## config.mk

```make
export PLATFORM = sky130hd
export DESIGN_NAME = mvc_capture_writer
export DESIGN_NICKNAME = d
export VERILOG_FILES = /design/src/mvc_pkg.sv /design/src/mvc_capture_writer.sv
export SDC_FILE = /design/constraint.sdc
export NUM_CORES = 1
export LEC_CHECK = 0
export ABC_CLOCK_PERIOD_IN_PS = 3600
export BUFFER_PORTS_ARGS = -buffer_cell sky130_fd_sc_hd__buf_2
export CORE_ASPECT_RATIO = 1.75
export CORE_UTILIZATION = 55
export CTS_CLUSTER_DIAMETER = 100
export DETAILED_ROUTE_END_ITERATION = 16
export PLACE_DENSITY = 0.83
export SETUP_SLACK_MARGIN = 0.2
export SYNTH_ARGS = -nofsm -noshare
export SYNTH_HDL_FRONTEND = slang
export SYNTH_SLANG_ARGS = --single-unit
```

## constraint.sdc

```tcl
create_clock -name clk -period 3.6 [get_ports clk]
set_input_delay 0 -clock clk [delete_from_list [all_inputs] [get_ports clk]]
set_output_delay 0 -clock clk [all_outputs]
set_load 0.01 [all_outputs]
```

## src/mvc_pkg.sv

```systemverilog
// Purpose: shared constants and types for the masked video capture writer
// Assumes: byte-wide register port, 24-bit frame-buffer byte addresses
// Notes: one 16-bit pixel word per capture cycle, two bytes of frame buffer each
package mvc_pkg;

	localparam int ADDR_W = 24;
	localparam int PIX_W = 16;
	localparam int FIFO_DEPTH = 2;

	// register offsets on the byte register port
	localparam logic [7:0] OFS_CTRL = 8'h96;
	localparam logic [7:0] OFS_STATUS = 8'h97;
	localparam logic [7:0] OFS_MASK_B0 = 8'h98;
	localparam logic [7:0] OFS_MASK_B1 = 8'h99;
	localparam logic [7:0] OFS_MASK_B2 = 8'h9a;
	localparam logic [7:0] OFS_CAP_B0 = 8'h9c;
	localparam logic [7:0] OFS_CAP_B1 = 8'h9d;
	localparam logic [7:0] OFS_CAP_B2 = 8'h9e;
	localparam logic [7:0] OFS_LINE = 8'h9f;

	// field positions
	localparam int CTRL_MASK_EN = 0;
	localparam int CTRL_CLR_OVR = 1;
	localparam int STAT_OVR = 0;
	localparam int STAT_FIELD = 1;
	localparam int STAT_BUSY = 2;

	// reset values
	localparam logic [7:0] RST_BYTE = 8'h00;
	localparam logic [ADDR_W-1:0] RST_ADDR = 24'h000000;

	// address stepping and mask indexing
	localparam logic [ADDR_W-1:0] PIX_BYTES = 24'h000002;
	localparam int PIX_SHIFT = 1;
	localparam int BYTE_SHIFT = 3;
	localparam logic [2:0] MSB_POS = 3'h7;

	// pins as sampled by the block clock
	typedef struct packed {
		logic clk_lvl;
		logic frame_start_n;
		logic line_end_n;
		logic word_valid;
		logic field;
		logic [PIX_W-1:0] pixel;
	} mvc_pins_t;

	// one captured word waiting for the frame buffer
	typedef struct packed {
		logic [ADDR_W-1:0] addr;
		logic [PIX_W-1:0] pixel;
	} mvc_word_t;

	typedef enum logic [1:0] {ST_IDLE, ST_MREQ, ST_MWAIT, ST_WREQ} mvc_state_t;

endpackage

```

## src/mvc_capture_writer.sv

```systemverilog
// Purpose: capture the live pixel stream and write it, optionally masked, into the frame buffer
// Assumes: capture pins are asynchronous to clk and much slower; frame buffer port on clk
// Notes: pixels that arrive while the two-entry buffer is full are dropped and flagged
`timescale 1ns/1ps

module mvc_capture_writer
	import mvc_pkg::*;
(
	input wire logic clk,
	input wire logic rst,
	input wire logic ce,
	input wire logic reg_wr,
	input wire logic reg_rd,
	input wire logic [7:0] reg_addr,
	input wire logic [7:0] reg_wdata,
	output logic [7:0] reg_rdata,
	input wire logic capture_clock,
	input wire logic frame_start_n,
	input wire logic line_end_n,
	input wire logic capture_word_valid,
	input wire logic field_parity,
	input wire logic [PIX_W-1:0] capture_pixel_bus,
	output logic fb_valid,
	output logic fb_write,
	output logic [ADDR_W-1:0] fb_addr,
	output logic [PIX_W-1:0] fb_wdata,
	input wire logic fb_ready,
	input wire logic fb_rdata_valid,
	input wire logic [7:0] fb_rdata
);

	// byte address of the mask byte that covers a pixel at byte address a
	function automatic logic [ADDR_W-1:0] mask_byte_addr(input logic [ADDR_W-1:0] base,
			input logic [ADDR_W-1:0] a);
		mask_byte_addr = base + (a >> (PIX_SHIFT + BYTE_SHIFT));
	endfunction

	// bit position in that byte; the leftmost pixel sits in the msb
	function automatic logic [2:0] mask_bit_pos(input logic [ADDR_W-1:0] a);
		mask_bit_pos = MSB_POS - a[PIX_SHIFT +: BYTE_SHIFT];
	endfunction

	mvc_pins_t pins_raw, sync1, sync2;
	logic clk_prev, rise;
	// two-flop synchronisers; sync1 is read by sync2 only
	assign pins_raw = '{capture_clock, frame_start_n, line_end_n, capture_word_valid,
		field_parity, capture_pixel_bus};
	always_ff @(posedge clk) begin
		if (rst) begin
			sync1 <= '0;
			sync2 <= '0;
			clk_prev <= 1'b0;
		end else if (ce) begin
			sync1 <= pins_raw;
			sync2 <= sync1;
			clk_prev <= sync2.clk_lvl;
		end
	end
	// bus and controls are taken at the rising edge of the capture clock
	assign rise = sync2.clk_lvl & ~clk_prev;

	// registers
	logic [7:0] ctrl, next_ctrl, rdata_q, next_rdata;
	logic [ADDR_W-1:0] mask_base, next_mask_base, cap_base, next_cap_base;
	logic [7:0] line_ofs, next_line_ofs;
	logic ovr, next_ovr, ovr_set;
	logic [1:0] fcount;
	// register writes and reads; the overflow flag's set wins over its clear
	always_comb begin
		next_ctrl = ctrl;
		next_mask_base = mask_base;
		next_cap_base = cap_base;
		next_line_ofs = line_ofs;
		next_ovr = ovr;
		next_rdata = rdata_q;
		if (reg_wr) begin
			case (reg_addr)
				OFS_CTRL: begin
					next_ctrl = reg_wdata;
					next_ctrl[CTRL_CLR_OVR] = 1'b0;
					if (reg_wdata[CTRL_CLR_OVR])
						next_ovr = 1'b0;
				end
				OFS_MASK_B0: next_mask_base[7:0] = reg_wdata;
				OFS_MASK_B1: next_mask_base[15:8] = reg_wdata;
				OFS_MASK_B2: next_mask_base[23:16] = reg_wdata;
				OFS_CAP_B0: next_cap_base[7:0] = reg_wdata;
				OFS_CAP_B1: next_cap_base[15:8] = reg_wdata;
				OFS_CAP_B2: next_cap_base[23:16] = reg_wdata;
				OFS_LINE: next_line_ofs = reg_wdata;
				default: ;
			endcase
		end
		if (ovr_set)
			next_ovr = 1'b1;
		if (reg_rd) begin
			case (reg_addr)
				OFS_CTRL: next_rdata = ctrl;
				OFS_STATUS: begin
					next_rdata = RST_BYTE;
					next_rdata[STAT_OVR] = ovr;
					next_rdata[STAT_FIELD] = sync2.field;
					next_rdata[STAT_BUSY] = (fcount != 2'h0);
				end
				OFS_MASK_B0: next_rdata = mask_base[7:0];
				OFS_MASK_B1: next_rdata = mask_base[15:8];
				OFS_MASK_B2: next_rdata = mask_base[23:16];
				OFS_CAP_B0: next_rdata = cap_base[7:0];
				OFS_CAP_B1: next_rdata = cap_base[15:8];
				OFS_CAP_B2: next_rdata = cap_base[23:16];
				OFS_LINE: next_rdata = line_ofs;
				default: next_rdata = RST_BYTE; // unmapped reads as zero
			endcase
		end
	end
	always_ff @(posedge clk) begin
		if (rst) begin
			ctrl <= RST_BYTE;
			mask_base <= RST_ADDR;
			cap_base <= RST_ADDR;
			line_ofs <= RST_BYTE;
			ovr <= 1'b0;
			rdata_q <= RST_BYTE;
		end else if (ce) begin
			ctrl <= next_ctrl;
			mask_base <= next_mask_base;
			cap_base <= next_cap_base;
			line_ofs <= next_line_ofs;
			ovr <= next_ovr;
			rdata_q <= next_rdata;
		end
	end
	assign reg_rdata = rdata_q;

	// capture address counter; frame start beats line end beats data
	logic [ADDR_W-1:0] cap_addr, next_cap_addr, line_start, next_line_start;
	logic push, pop, full;
	logic take_frame, take_line, take_word;
	assign take_frame = rise & ~sync2.frame_start_n;
	assign take_line = rise & sync2.frame_start_n & ~sync2.line_end_n;
	assign take_word = rise & sync2.frame_start_n & sync2.line_end_n & sync2.word_valid;
	assign push = take_word & ~full;
	assign ovr_set = take_word & full; // the source cannot be stalled, so flag the loss
	always_comb begin
		next_cap_addr = cap_addr;
		next_line_start = line_start;
		if (take_frame) begin
			next_cap_addr = cap_base;
			next_line_start = cap_base;
		end else if (take_line) begin
			next_line_start = line_start + {16'h0000, line_ofs};
			next_cap_addr = line_start + {16'h0000, line_ofs};
		end else if (push) begin
			next_cap_addr = cap_addr + PIX_BYTES;
		end
	end
	always_ff @(posedge clk) begin
		if (rst) begin
			cap_addr <= RST_ADDR;
			line_start <= RST_ADDR;
		end else if (ce) begin
			cap_addr <= next_cap_addr;
			line_start <= next_line_start;
		end
	end

	// two-entry buffer between capture and frame-buffer writer
	mvc_word_t fifo_mem [FIFO_DEPTH];
	logic wptr, rptr, next_wptr, next_rptr;
	logic [1:0] next_fcount;
	mvc_word_t head;
	assign full = (fcount == 2'(FIFO_DEPTH));
	assign head = fifo_mem[rptr];
	always_comb begin
		next_wptr = wptr ^ push;
		next_rptr = rptr ^ pop;
		next_fcount = fcount + {1'b0, push} - {1'b0, pop};
	end
	always_ff @(posedge clk) begin
		if (rst) begin
			wptr <= 1'b0;
			rptr <= 1'b0;
			fcount <= 2'h0;
		end else if (ce) begin
			wptr <= next_wptr;
			rptr <= next_rptr;
			fcount <= next_fcount;
		end
	end

	// storage needs no reset; only entries counted in fcount are read
	always_ff @(posedge clk) begin
		if (ce && push)
			fifo_mem[wptr] <= '{cap_addr, sync2.pixel};
	end

	// frame-buffer writer: optional byte-wide mask fetch, then the pixel write unless its mask bit is clear
	mvc_state_t state, next_state;
	logic next_fb_write;
	logic [ADDR_W-1:0] next_fb_addr;
	logic [PIX_W-1:0] next_fb_wdata;
	logic mask_on;
	assign mask_on = ctrl[CTRL_MASK_EN];
	always_comb begin
		next_state = state;
		next_fb_write = fb_write;
		next_fb_addr = fb_addr;
		next_fb_wdata = fb_wdata;
		pop = 1'b0;
		case (state)
			ST_IDLE: begin
				if (fcount != 2'h0) begin
					if (mask_on) begin
						next_state = ST_MREQ;
						next_fb_write = 1'b0;
						next_fb_addr = mask_byte_addr(mask_base, head.addr);
					end else begin
						next_state = ST_WREQ;
						next_fb_write = 1'b1;
						next_fb_addr = head.addr;
						next_fb_wdata = head.pixel;
					end
				end
			end
			ST_MREQ: if (fb_ready) next_state = ST_MWAIT;
			ST_MWAIT: begin
				if (fb_rdata_valid) begin
					if (fb_rdata[mask_bit_pos(head.addr)]) begin
						next_state = ST_WREQ;
						next_fb_write = 1'b1;
						next_fb_addr = head.addr;
						next_fb_wdata = head.pixel;
					end else begin
						next_state = ST_IDLE;
						pop = 1'b1;
					end
				end
			end
			ST_WREQ: begin
				if (fb_ready) begin
					next_state = ST_IDLE;
					pop = 1'b1;
				end
			end
			default: next_state = ST_IDLE;
		endcase
	end
	always_ff @(posedge clk) begin
		if (rst) begin
			state <= ST_IDLE;
			fb_write <= 1'b0;
			fb_addr <= RST_ADDR;
			fb_wdata <= '0;
		end else if (ce) begin
			state <= next_state;
			fb_write <= next_fb_write;
			fb_addr <= next_fb_addr;
			fb_wdata <= next_fb_wdata;
		end
	end
	assign fb_valid = (state == ST_MREQ) || (state == ST_WREQ);
endmodule // mvc_capture_writer

```

# --- After elaboration in Yosys (flattened, before gate mapping) ---
# Memories as Yosys holds them, arrays and structs flattened. A register that Yosys moved wholly into a read port is not among the register bits.
# Index checks and enable logic that the tools add are counted.
classes:
  n_addsub: 6
  n_eq_ne: 19
  magnitude_cmp: 1
  n_mux: 42
  reduce_logical: 25
  n_bitwise: 14
ops:
  columns: ["cell", "count"]
  rows:
  - ["$mux 24", 9]
  - ["$eq 8x8->1 const B", 9]
  - ["$pmux 8 s9", 1]
  - ["$mux 16", 4]
  - ["$pmux 24 s2", 1]
  - ["$pmux 16 s2", 1]
  - ["$add 24x2->24 const B", 1]
  - ["$add 24x20->24", 1]
  - ["$add 24x8->24", 1]
  - ["$reduce_and 3->1", 8]
  - ["$mux 1", 16]
  - ["$mux 2", 6]
  - ["$ne 2x2->1 const B", 6]
  - ["$reduce_bool 2->1", 6]
  - ["$reduce_and 5->1", 2]
  - ["$and 1x1->1", 8]
  - ["$pmux 2 s4", 1]
  - ["$eq 2x2->1 const B", 3]
  - ["$reduce_and 2->1", 3]
  - ["$reduce_and 6->1", 1]
  - ["$lt 3x4->1 const B", 1]
  - ["$not 1->1", 4]
  - ["$pmux 1 s2", 2]
  - ["$reduce_and 4->1", 1]
  - ["other kinds (10)", 11]
totals:
  regBits: 210
  output_inout_bits: 50
  elab_cells: 140
  input_bits: 52
  memories: 1
  mem_bits_rw: 80
mem_list:
  columns: ["name", "depth", "width", "rd", "rd_clocked_by_memory_dff", "write_ports", "line_no", "source"]
  rows:
  - ["fifo_mem", 2, 40, 1, 1, 1, "mvc_capture_writer.sv:168", "mvc_word_t fifo_mem [FIFO_DEPTH];"]

# --- Depth between registers and ports, before layout ---
# Gate-level depths: netlist of the first run.
depth:
  word_depth: 9
  depth_mapped: 15
  ltp_nobuf: 13

# --- Least setup slack after synthesis of the first run ---
# No wires, ideal clock.
synth_timing:
  path_kind: "reg-to-reg"
  from: "register (tool-made name)"
  to: "register fb_addr[22]"
  setup_ns: 0.086
  t_arrival_ns: 3.350
  setup_slack_ns: 0.164
  n_path_buf: 3
  required_time_ns: 3.514
  period_less_slack_ns: 3.436
  stages_incl_launch_ff: 15
  path_cell_list: "dfxtp_1 > buf_6 > buf_2 > buf_1 > mux2_2 > ha_1 > inv_1 > fa_1 > nand2b_1 > a21o_1 > a21oi_1 > a31oi_1 > nor4_1 > mux2_2 > a211oi_1"
synth_rtl:
  columns: ["element", "line_no", "source"]
  rows:
  - ["end signal: assignment", "mvc_capture_writer.sv:257", "fb_addr <= next_fb_addr;"]
  - ["end: declaration", "mvc_capture_writer.sv:25", "output logic [ADDR_W-1:0] fb_addr,"]

==> results.yml, run 1 <==
logic_synthesis:
  syn_area_per_cell_um2: 9.38
  synth_ff_type: "dfxtp_1"
  synth_edf_count: 80
  ys_ff_latch: 291
  syn_area_mm2: 0.0147
  syn_nets: 1653
  yosysSeqAreaShare_pct: 45.0
  yosysUniqueCellTypes: 74
  synth-async-reset-ratio_pct: 0
  synth_cells: 1568
  yosysWarnings: 0
routing:
  drt_wl_total_um: 42000
  viasPerCell: 6.33
  routed-via-count: 12600
  drtIter0Drc: 1303
  wl_per_cell_um: 21.1
  drc_errors: 2
  route.antenna.remaining_nets: 0
  dr.pass1.iters: 11
timing:
  finalSetupTns_ps: 0
  slew_headroom_pct: 30.3
  min_period_ps: 3200
  finalCritPeriodShare_pct: 89.0
  hold_viol: 0
  setup_viol: 0
  rsz0062_at_grt: "true"
  setup_ws_ps: 397
  worstMarginPinSlew_ps: 1050
  skew_ps: 14.0
  max_freq_mhz: 312
  maxSlewViolCount: 0
grt:
  grt_pass1_wl_um: 65200
  grt_pass1_vias: 12100
  grt_overflow: 0
  grt_antenna_before_repair: 0
  grt_max_degree: 95
  grtUsageTotal_pct: 30.5
layout:
  fin_area_mm2: 0.0166
  n_antenna_cell: 0
  drive_gt1_share_pct: 13.9
  nNetsFinal: 1738
  syn_to_final_growth_pct: 13.2
  final_cells: 1993
  layout_commonest_cell: "nor2_1"
  final_cell_mix: "nor2_1, dfxtp_1, mux2i_1, nand2_1, a21oi_1"
place:
  portBuffers: 101
  place_congestion: 0.944
  post_dp_cell_area_mm2: 0.0154
  dp_slack_ps: 373
  dp.cells: 1907
  hpwl_um: 29500
clocking:
  cts_made_buffers: 26
  cts_tree: "built"
  cts.path.max_buffers: 3
  clock_tree.root_cell: "clkbuf_16"
  insertion_delay_ps: 560
  clkTransAtPathRegs_ps: 70
  cts_max_level: 1
  cts_sinks: 291
worst_setup_path:
  crit_family: "compound AO/OA/AOI/OAI gates"
  worst-path-max-fanout: 14
  critPathSlowestCell: "dfxtp_4"
  cp.arrival_ps: 3680
  cp-start-kind: "register"
  slowest_delay_ps: 470
  crit_path_end_kind: "register"
  cpMostUsedCell: "mux2_2"
  cp_num_buf_inv: 1
  cp.required_ps: 4070
  crit_chain: "mux2_2, ha_1, inv_1, fa_1, nand2b_1, a21o_1, a21oi_1, a31oi_1, nor4_1, mux2_2, a211oi_1"
  critPathKind: "register to register"
outcome:
  status: "finished with violations"
  violations: "design-rule violations"
floorplan:
  coreArea_mm2: 0.0261
  ios: 102
  die-area_mm2: 0.0274
  start_util_pct: 56.4
  core.rowCount: 78
  fp.dieW_um: 126
  die_h_um: 218
power_and_ir_drop:
  power_uw: 6620
  powerDensity_mw_per_mm2: 398
  leakage_uw: 0.00641
  ir_drop_mv: 0.345
min_path:
  min_from: "ce"
  hold_class: "primary input to register"
run:
  maxCapViolCount: 0
[cells by family after synthesis]
family                     share of synthesized area (%)
muxes                                               12.5
buffers and inverters                               3.59
and+or+nand+nor                                     16.4
adders and majority gates                           2.91
xor gates and xnor gates                            2.92
DFF                                                 45.0
AOI/OAI and AO/OA                                   16.6
[state kept, by name (all words and copies together) (netlist names), 7 cells and up, named ones only]
signal      flops
ctrl            7
mask_base      24
line_ofs        8
fb_wdata       16
cap_base       24
line_start     24
reg_rdata       8
fifo_mem       80
sync2          21
cap_addr       24
sync1          21
fb_addr        24
[per-layer routing]
metal | vias up | global-route usage, % | part of all wire (%)
li1 | 5888 | - | -
met3 | 157 | 3.38 | 5.9
met5 | - | 0 | 0
met1 | 5985 | 33.5 | 36
met4 | 0 | 22.6 | 7.8
met2 | 578 | 54.1 | 50
[worst paths after layout]
path	slack [ps]	endpoint	depth (start not counted)
worst max-delay path	400	fb_addr[22]	11
worst min-delay path	20	ovr	4
worst max register to register	400	fb_addr[22]	11
worst min register to register	460	fb_addr[1]	2
[cells in the mapped netlist (all sizes together), types with 8 or more instances]
cell type / instances / share of area (%)
nand2b: 13 / 0.55
a311oi: 12 / 0.71
o21a: 11 / 0.56
a31oi: 14 / 0.60
a22oi: 16 / 0.82
a21oi: 121 / 4.2
o21ai: 47 / 1.7
nand3: 36 / 1.2
mux2: 25 / 1.9
nor3: 55 / 2.1
edfxtp: 80 / 16
dfxtp: 211 / 29
mux2i: 140 / 9.5
and3: 23 / 0.98
nor2b: 8 / 0.34
clkbuf: 85 / 2.2
o211ai: 15 / 0.77
a2bb2oi: 17 / 1.0
a211oi: 25 / 1.3
nand2: 129 / 3.3
nor2: 217 / 5.6
inv: 14 / 0.36
and2: 10 / 0.43
a21o: 17 / 0.87
xor2: 18 / 1.1
ha: 31 / 2.6
buf: 27 / 1.1
nand4: 17 / 0.72
xnor2: 31 / 1.8
[worst min-delay path, cell delays in order]
cell	delay [ps]
buf_2	150
and3b_1	240
nand3b_1	90
a21oi_1	60
[layout make-up]
cell class,count,area [µm²]
timing repair buffer,169,1140
inverter,14,52.6
sequential,291,6630
multi-input combinational,1151,7590
tap,320,400
fill,2016,9410
clock inverter,16,163
clock buffer,32,673
[where the power goes]
part	switching [µW]	internal, µW
registers	50.3	3400
clock network	1280	1500
logic	232	158
[through the flow]
step	hold WS (ps)	util, %
after detailed placement	246	59.2
after floorplan	147	-
final	22.7	63.9
after global routing	48.4	63.9
after CTS	1.44	63.8
after global placement	234	59.2
[what timing repair did]
item	in CTS	in global routing
setup buffers	0	1
hold buffers	37	0
resized for setup	0	3
hold endpoints to repair	114	0
endpoints found under the setup margin	0	6
Power figures use the tool's default switching activity.
==> run 2, diff against run 1 <==
CORE_UTILIZATION = 28   (was 55)
PLACE_DENSITY = 0.51   (was 0.83)
==> run 2 against run 1 <==
Compared with the run above:
- fmax is 1.1% lower
- largest power group unchanged
- hold slack got worse by 7.1 ps
- total power increased by 3.1%
- the flow now finishes without violations
- sequential power about the same
- core utilization is 31 points lower
- clock power increased by 7.6%
- first-iteration DRC count fell by 38%
- non-clock buffer count up 2
- sequential cell count did not move
- global-route usage down 14 points
- critical path depth unchanged
- die area up 95%
==> results.yml, run 2 (synthesis gave the netlist of run 1 again) <==
layout:
  layout_commonest_cell: "nor2_1"
  largest_reg_flops: 80
  syn_to_final_growth_pct: 16.9
  n_antenna_cell: 0
  drive_gt1_share_pct: 13.9
  regMostFlops: "fifo_mem"
  post-route-util_pct: 33.3
  final_cell_mix: "nor2_1, dfxtp_1, mux2i_1, nand2_1, a21oi_1"
  nNetsFinal: 1741
timing:
  finalSetupTns_ps: 0
  maxSlewViolCount: 0
  skew_ps: 17.7
  rsz0062_at_grt: "false"
  min_period_ps: 3240
  max_freq_mhz: 309
  setup_ws_ps: 360
  slew_headroom_pct: 26.6
  holdWs_ps: 15.5
  hold_viol: 0
  finalCritPeriodShare_pct: 90.0
  worstMarginPinSlew_ps: 1100
  setup_viol: 0
routing:
  route.antenna.remaining_nets: 0
  wl_per_cell_um: 19.3
  viasPerCell: 5.13
  drtIter0Drc: 807
  drt_wl_total_um: 45400
  drc_errors: 0
  dr.pass1.iters: 5
  routed-via-count: 12100
worst_setup_path:
  r2r-end: "fb_addr[22]"
  critPathKind: "register to register"
  r2r_cells: 11
  cp.arrival_ps: 3700
  cp.required_ps: 4060
  crit_path_end_kind: "register"
  worst-path-max-fanout: 12
  reg2reg_slack_ps: 360
  cp-start-kind: "register"
run:
  maxCapViolCount: 0
floorplan:
  ios: 102
  coreArea_mm2: 0.0516
  die_h_um: 305
  fp.dieW_um: 175
  core.rowCount: 110
  start_util_pct: 28.5
  die-area_mm2: 0.0535
clocking:
  cts_made_buffers: 27
  cts_max_level: 1
  clkTransAtPathRegs_ps: 70
  cts.path.max_buffers: 3
  clock_tree.root_cell: "clkbuf_16"
  insertion_delay_ps: 550
  cts_tree: "built"
  cts_sinks: 291
grt:
  grt_antenna_before_repair: 1
  grtUsageTotal_pct: 16.9
  grt_pass1_wl_um: 70200
  grt_overflow: 0
  grt_max_degree: 77
  grt_pass1_vias: 11800
min_path:
  hold_class: "primary input to register"
  min_from: "reg_rd"
  min_to: "reg_rdata[1]"
  holdPathStages: 4
place:
  dp_slack_ps: 174
  place_congestion: 0.893
  hpwl_um: 33400
  portBuffers: 101
power_and_ir_drop:
  leakage_uw: 0.00647
  ir_drop_mv: 0.270
  power_uw: 6830
  powerDensity_mw_per_mm2: 397
outcome:
  status: "completed"
[run 2: how the worst max path moves through the flow]
stage / startpoint / end / slack (ps)
after floorplan: register / fb_addr[22] / 280
after global placement: register / fb_addr[19] / 260
after global routing: register / fb_addr[22] / 230
after CTS: register / fb_addr[22] / 240
final: register / fb_addr[22] / 360
after detailed placement: register / fb_addr[19] / 170
[run 2: cell type report]
cell class                 instances  area [µm²]
tap                              672         841
clock inverter                    14         195
timing repair buffer             171        1170
inverter                          14        52.6
fill                            5285       34400
sequential                       291        6630
clock buffer                      35         706
multi-input combinational       1151        7600
[run 2: through the flow]
| step | instances | cell area (µm²) |
|---|---|---|
| detailed placement | 2261 | 15900 |
| global placement | 2261 | 15900 |
| floorplan | 1568 | 14700 |
| global route | 2348 | 17200 |
| finish | 2348 | 17200 |
| CTS | 2348 | 17200 |
[run 2: where the power goes]
part | total [µW] | internal, µW | switching [µW]
logic | 399 | 162 | 237
registers | 3440 | 3400 | 44.4
clock network | 2990 | 1690 | 1290
[run 2: timing repair]
action | in CTS | in global routing
pin swaps | 0 | 1
hold buffers | 38 | 0
setup buffers | 0 | 0
endpoints found under the hold margin | 105 | 0
gates resized for setup | 1 | 3
setup endpoints to repair | 2 | 4
[run 2: routing by layer]
layer  up-vias  global-route usage, %  share of wire (%)
met5         -                      0              0.024
met4         2                   11.0                7.1
met3       103                   1.70                3.4
met2       325                   29.8                 50
met1      5727                   19.2                 40
li1       5894                      -                  -
[run 2: worst max-delay path: stages (launching register included)]
cell and delay [ps]:
dfxtp_4 400, mux2_2 260, ha_1 190, inv_1 70, fa_1 400, nand2b_1 180, a21o_1 200, a21oi_1 230
a31oi_1 260, nor4_2 370, mux2_2 370, a211oi_1 210
==> run 3, diff against run 2 <==
CORE_UTILIZATION = 30   (was 28)
PLACE_DENSITY = 0.53   (was 0.51)
==> run 3 against run 2 <==
Compared with the run above:
- core utilization rose by 2.2 points
- worst setup slack gained 100 ps
- wire length down 0.47%
- highest routed layer is now met4
==> results.yml, run 3 (synthesis gave the netlist of run 1 again) <==
grt:
  met2_usage_pct: 33.2
  grt_max_degree: 91
  grt_antenna_before_repair: 1
  grt_pass1_wl_um: 69600
  grt_pass1_vias: 11900
  use_met1_pct: 19.7
  met3_usage_pct: 1.54
  grt_overflow: 0
  top_usage_layer: "met2"
  grtUsageTotal_pct: 18.1
layout:
  nNetsFinal: 1756
  regMostFlops: "fifo_mem"
  largest_reg_flops: 80
  final_cell_mix: "nor2_1, dfxtp_1, mux2i_1, nand2_1, a21oi_1"
  layout_commonest_cell: "nor2_1"
  syn_to_final_growth_pct: 17.2
  drive_gt1_share_pct: 14.5
clocking:
  clkTransAtPathRegs_ps: 70
  cts_made_buffers: 27
  cts.path.max_buffers: 3
  clock_tree.root_cell: "clkbuf_16"
  cts_sinks: 291
  cts_tree: "built"
  cts_max_level: 1
  insertion_delay_ps: 570
min_path:
  hold_class: "primary input to register"
  min_from: "fb_rdata_valid"
  holdPathStages: 5
timing:
  rsz0062_at_grt: "false"
  holdWs_ps: 93.7
  worstMarginPinSlew_ps: 855
  maxSlewViolCount: 0
  skew_ps: 26.6
  finalSetupTns_ps: 0
  setup_viol: 0
  slew_headroom_pct: 43.0
  max_freq_mhz: 319
  finalCritPeriodShare_pct: 87.2
  hold_viol: 0
  min_period_ps: 3140
routing:
  viasPerCell: 5.18
  wl_per_cell_um: 19.2
  drt_wl_total_um: 45200
  route.antenna.remaining_nets: 0
  routed-via-count: 12200
  drtIter0Drc: 672
  dr.pass1.iters: 5
  drc_errors: 0
floorplan:
  core.rowCount: 107
  start_util_pct: 30.3
  fp.dieW_um: 169
  die-area_mm2: 0.0500
  ios: 102
  coreArea_mm2: 0.0486
  die_h_um: 295
worst_setup_path:
  setup.worst_path.end: "fb_addr[20]"
  crit_path_end_kind: "register"
  cp.arrival_ps: 3530
  r2r-end: "fb_addr[20]"
  worst-path-max-fanout: 10
  cp-start-kind: "register"
  cp.required_ps: 4000
  critPathKind: "register to register"
  r2r_cells: 12
  reg2reg_slack_ps: 460
place:
  hpwl_um: 33700
  place_congestion: 0.906
  portBuffers: 101
power_and_ir_drop:
  leakage_uw: 0.00650
  ir_drop_mv: 0.359
  powerDensity_mw_per_mm2: 390
outcome:
  status: "completed"
run:
  maxCapViolCount: 0
run 3: cell types whose count changed in the layout (fill, tap and decap cells not counted), moves of 2 or more:
cell,before,now
dlygate4sd3_1,38,44
buf_4,30,40
clkinvlp_4,1,5
inv_6,5,3
clkbuf_1,8,5
clkinv_4,1,3
clkinv_1,0,3
buf_12,3,1
bufinv_16,4,2
run 3: metrics by stage:
step | setup WS, ps | instances | total power (µW) | utilization, % | instance area, µm²
floorplan | 283 | 1568 | 3750 | - | 14700
global placement | 358 | 2252 | 3880 | 32.8 | 15900
detailed placement | 295 | 2252 | 3890 | 32.8 | 15900
CTS | 300 | 2346 | 6800 | 35.4 | 17200
global route | 203 | 2347 | 6960 | 35.5 | 17200
finish | 461 | 2347 | 6720 | 35.5 | 17200
run 3: worst min path at each step:
stage,endpoint,slack [ps]
floorplan,sync1[0],150
global placement,sync1[14],240
detailed placement,sync1[14],240
CTS,state[1],70
global route,state[1],150
finish,state[1],90
run 3: layout make-up:
type | count | area, µm²
Antenna cell | 1 | 2.50
Clock buffer | 32 | 694
Clock inverter | 18 | 171
Fill cell | 4909 | 31400
Inverter | 14 | 52.6
Multi-Input combinational cell | 1151 | 7600
Sequential cell | 291 | 6630
Tap cell | 654 | 818
Timing Repair Buffer | 186 | 1270
run 3: critical path, cell delays in order (launching register included):
cell       delay [ps]
dfxtp_2           460
mux2_2            220
ha_1              180
inv_1              60
fa_1              390
nand2b_1          180
a21o_1            200
a21oi_1           220
buf_4             170
a21o_1            240
a21oi_1           100
a2111oi_0         450
o41ai_1           130
run 3: power breakdown:
group | total (µW) | internal [µW] | switching [µW]
logic | 406 | 167 | 239
clock network | 2870 | 1540 | 1320
registers | 3440 | 3400 | 44.2
total | 6720 | 5110 | 1610
run 3: what timing repair did:
action | in CTS | in global routing
setup endpoints to repair | 0 | 2
setup buffers | 0 | 0
resized for setup | 0 | 5
hold endpoints to repair | 109 | 0
hold buffers | 44 | 0
run 3: routing by layer:
metal  routed length, µm  vias to the layer above
met5                   0                        -
met4                2990                        0
met3                1560                       99
met2               23000                      309
met1               17600                     5845
li1                    -                     5912
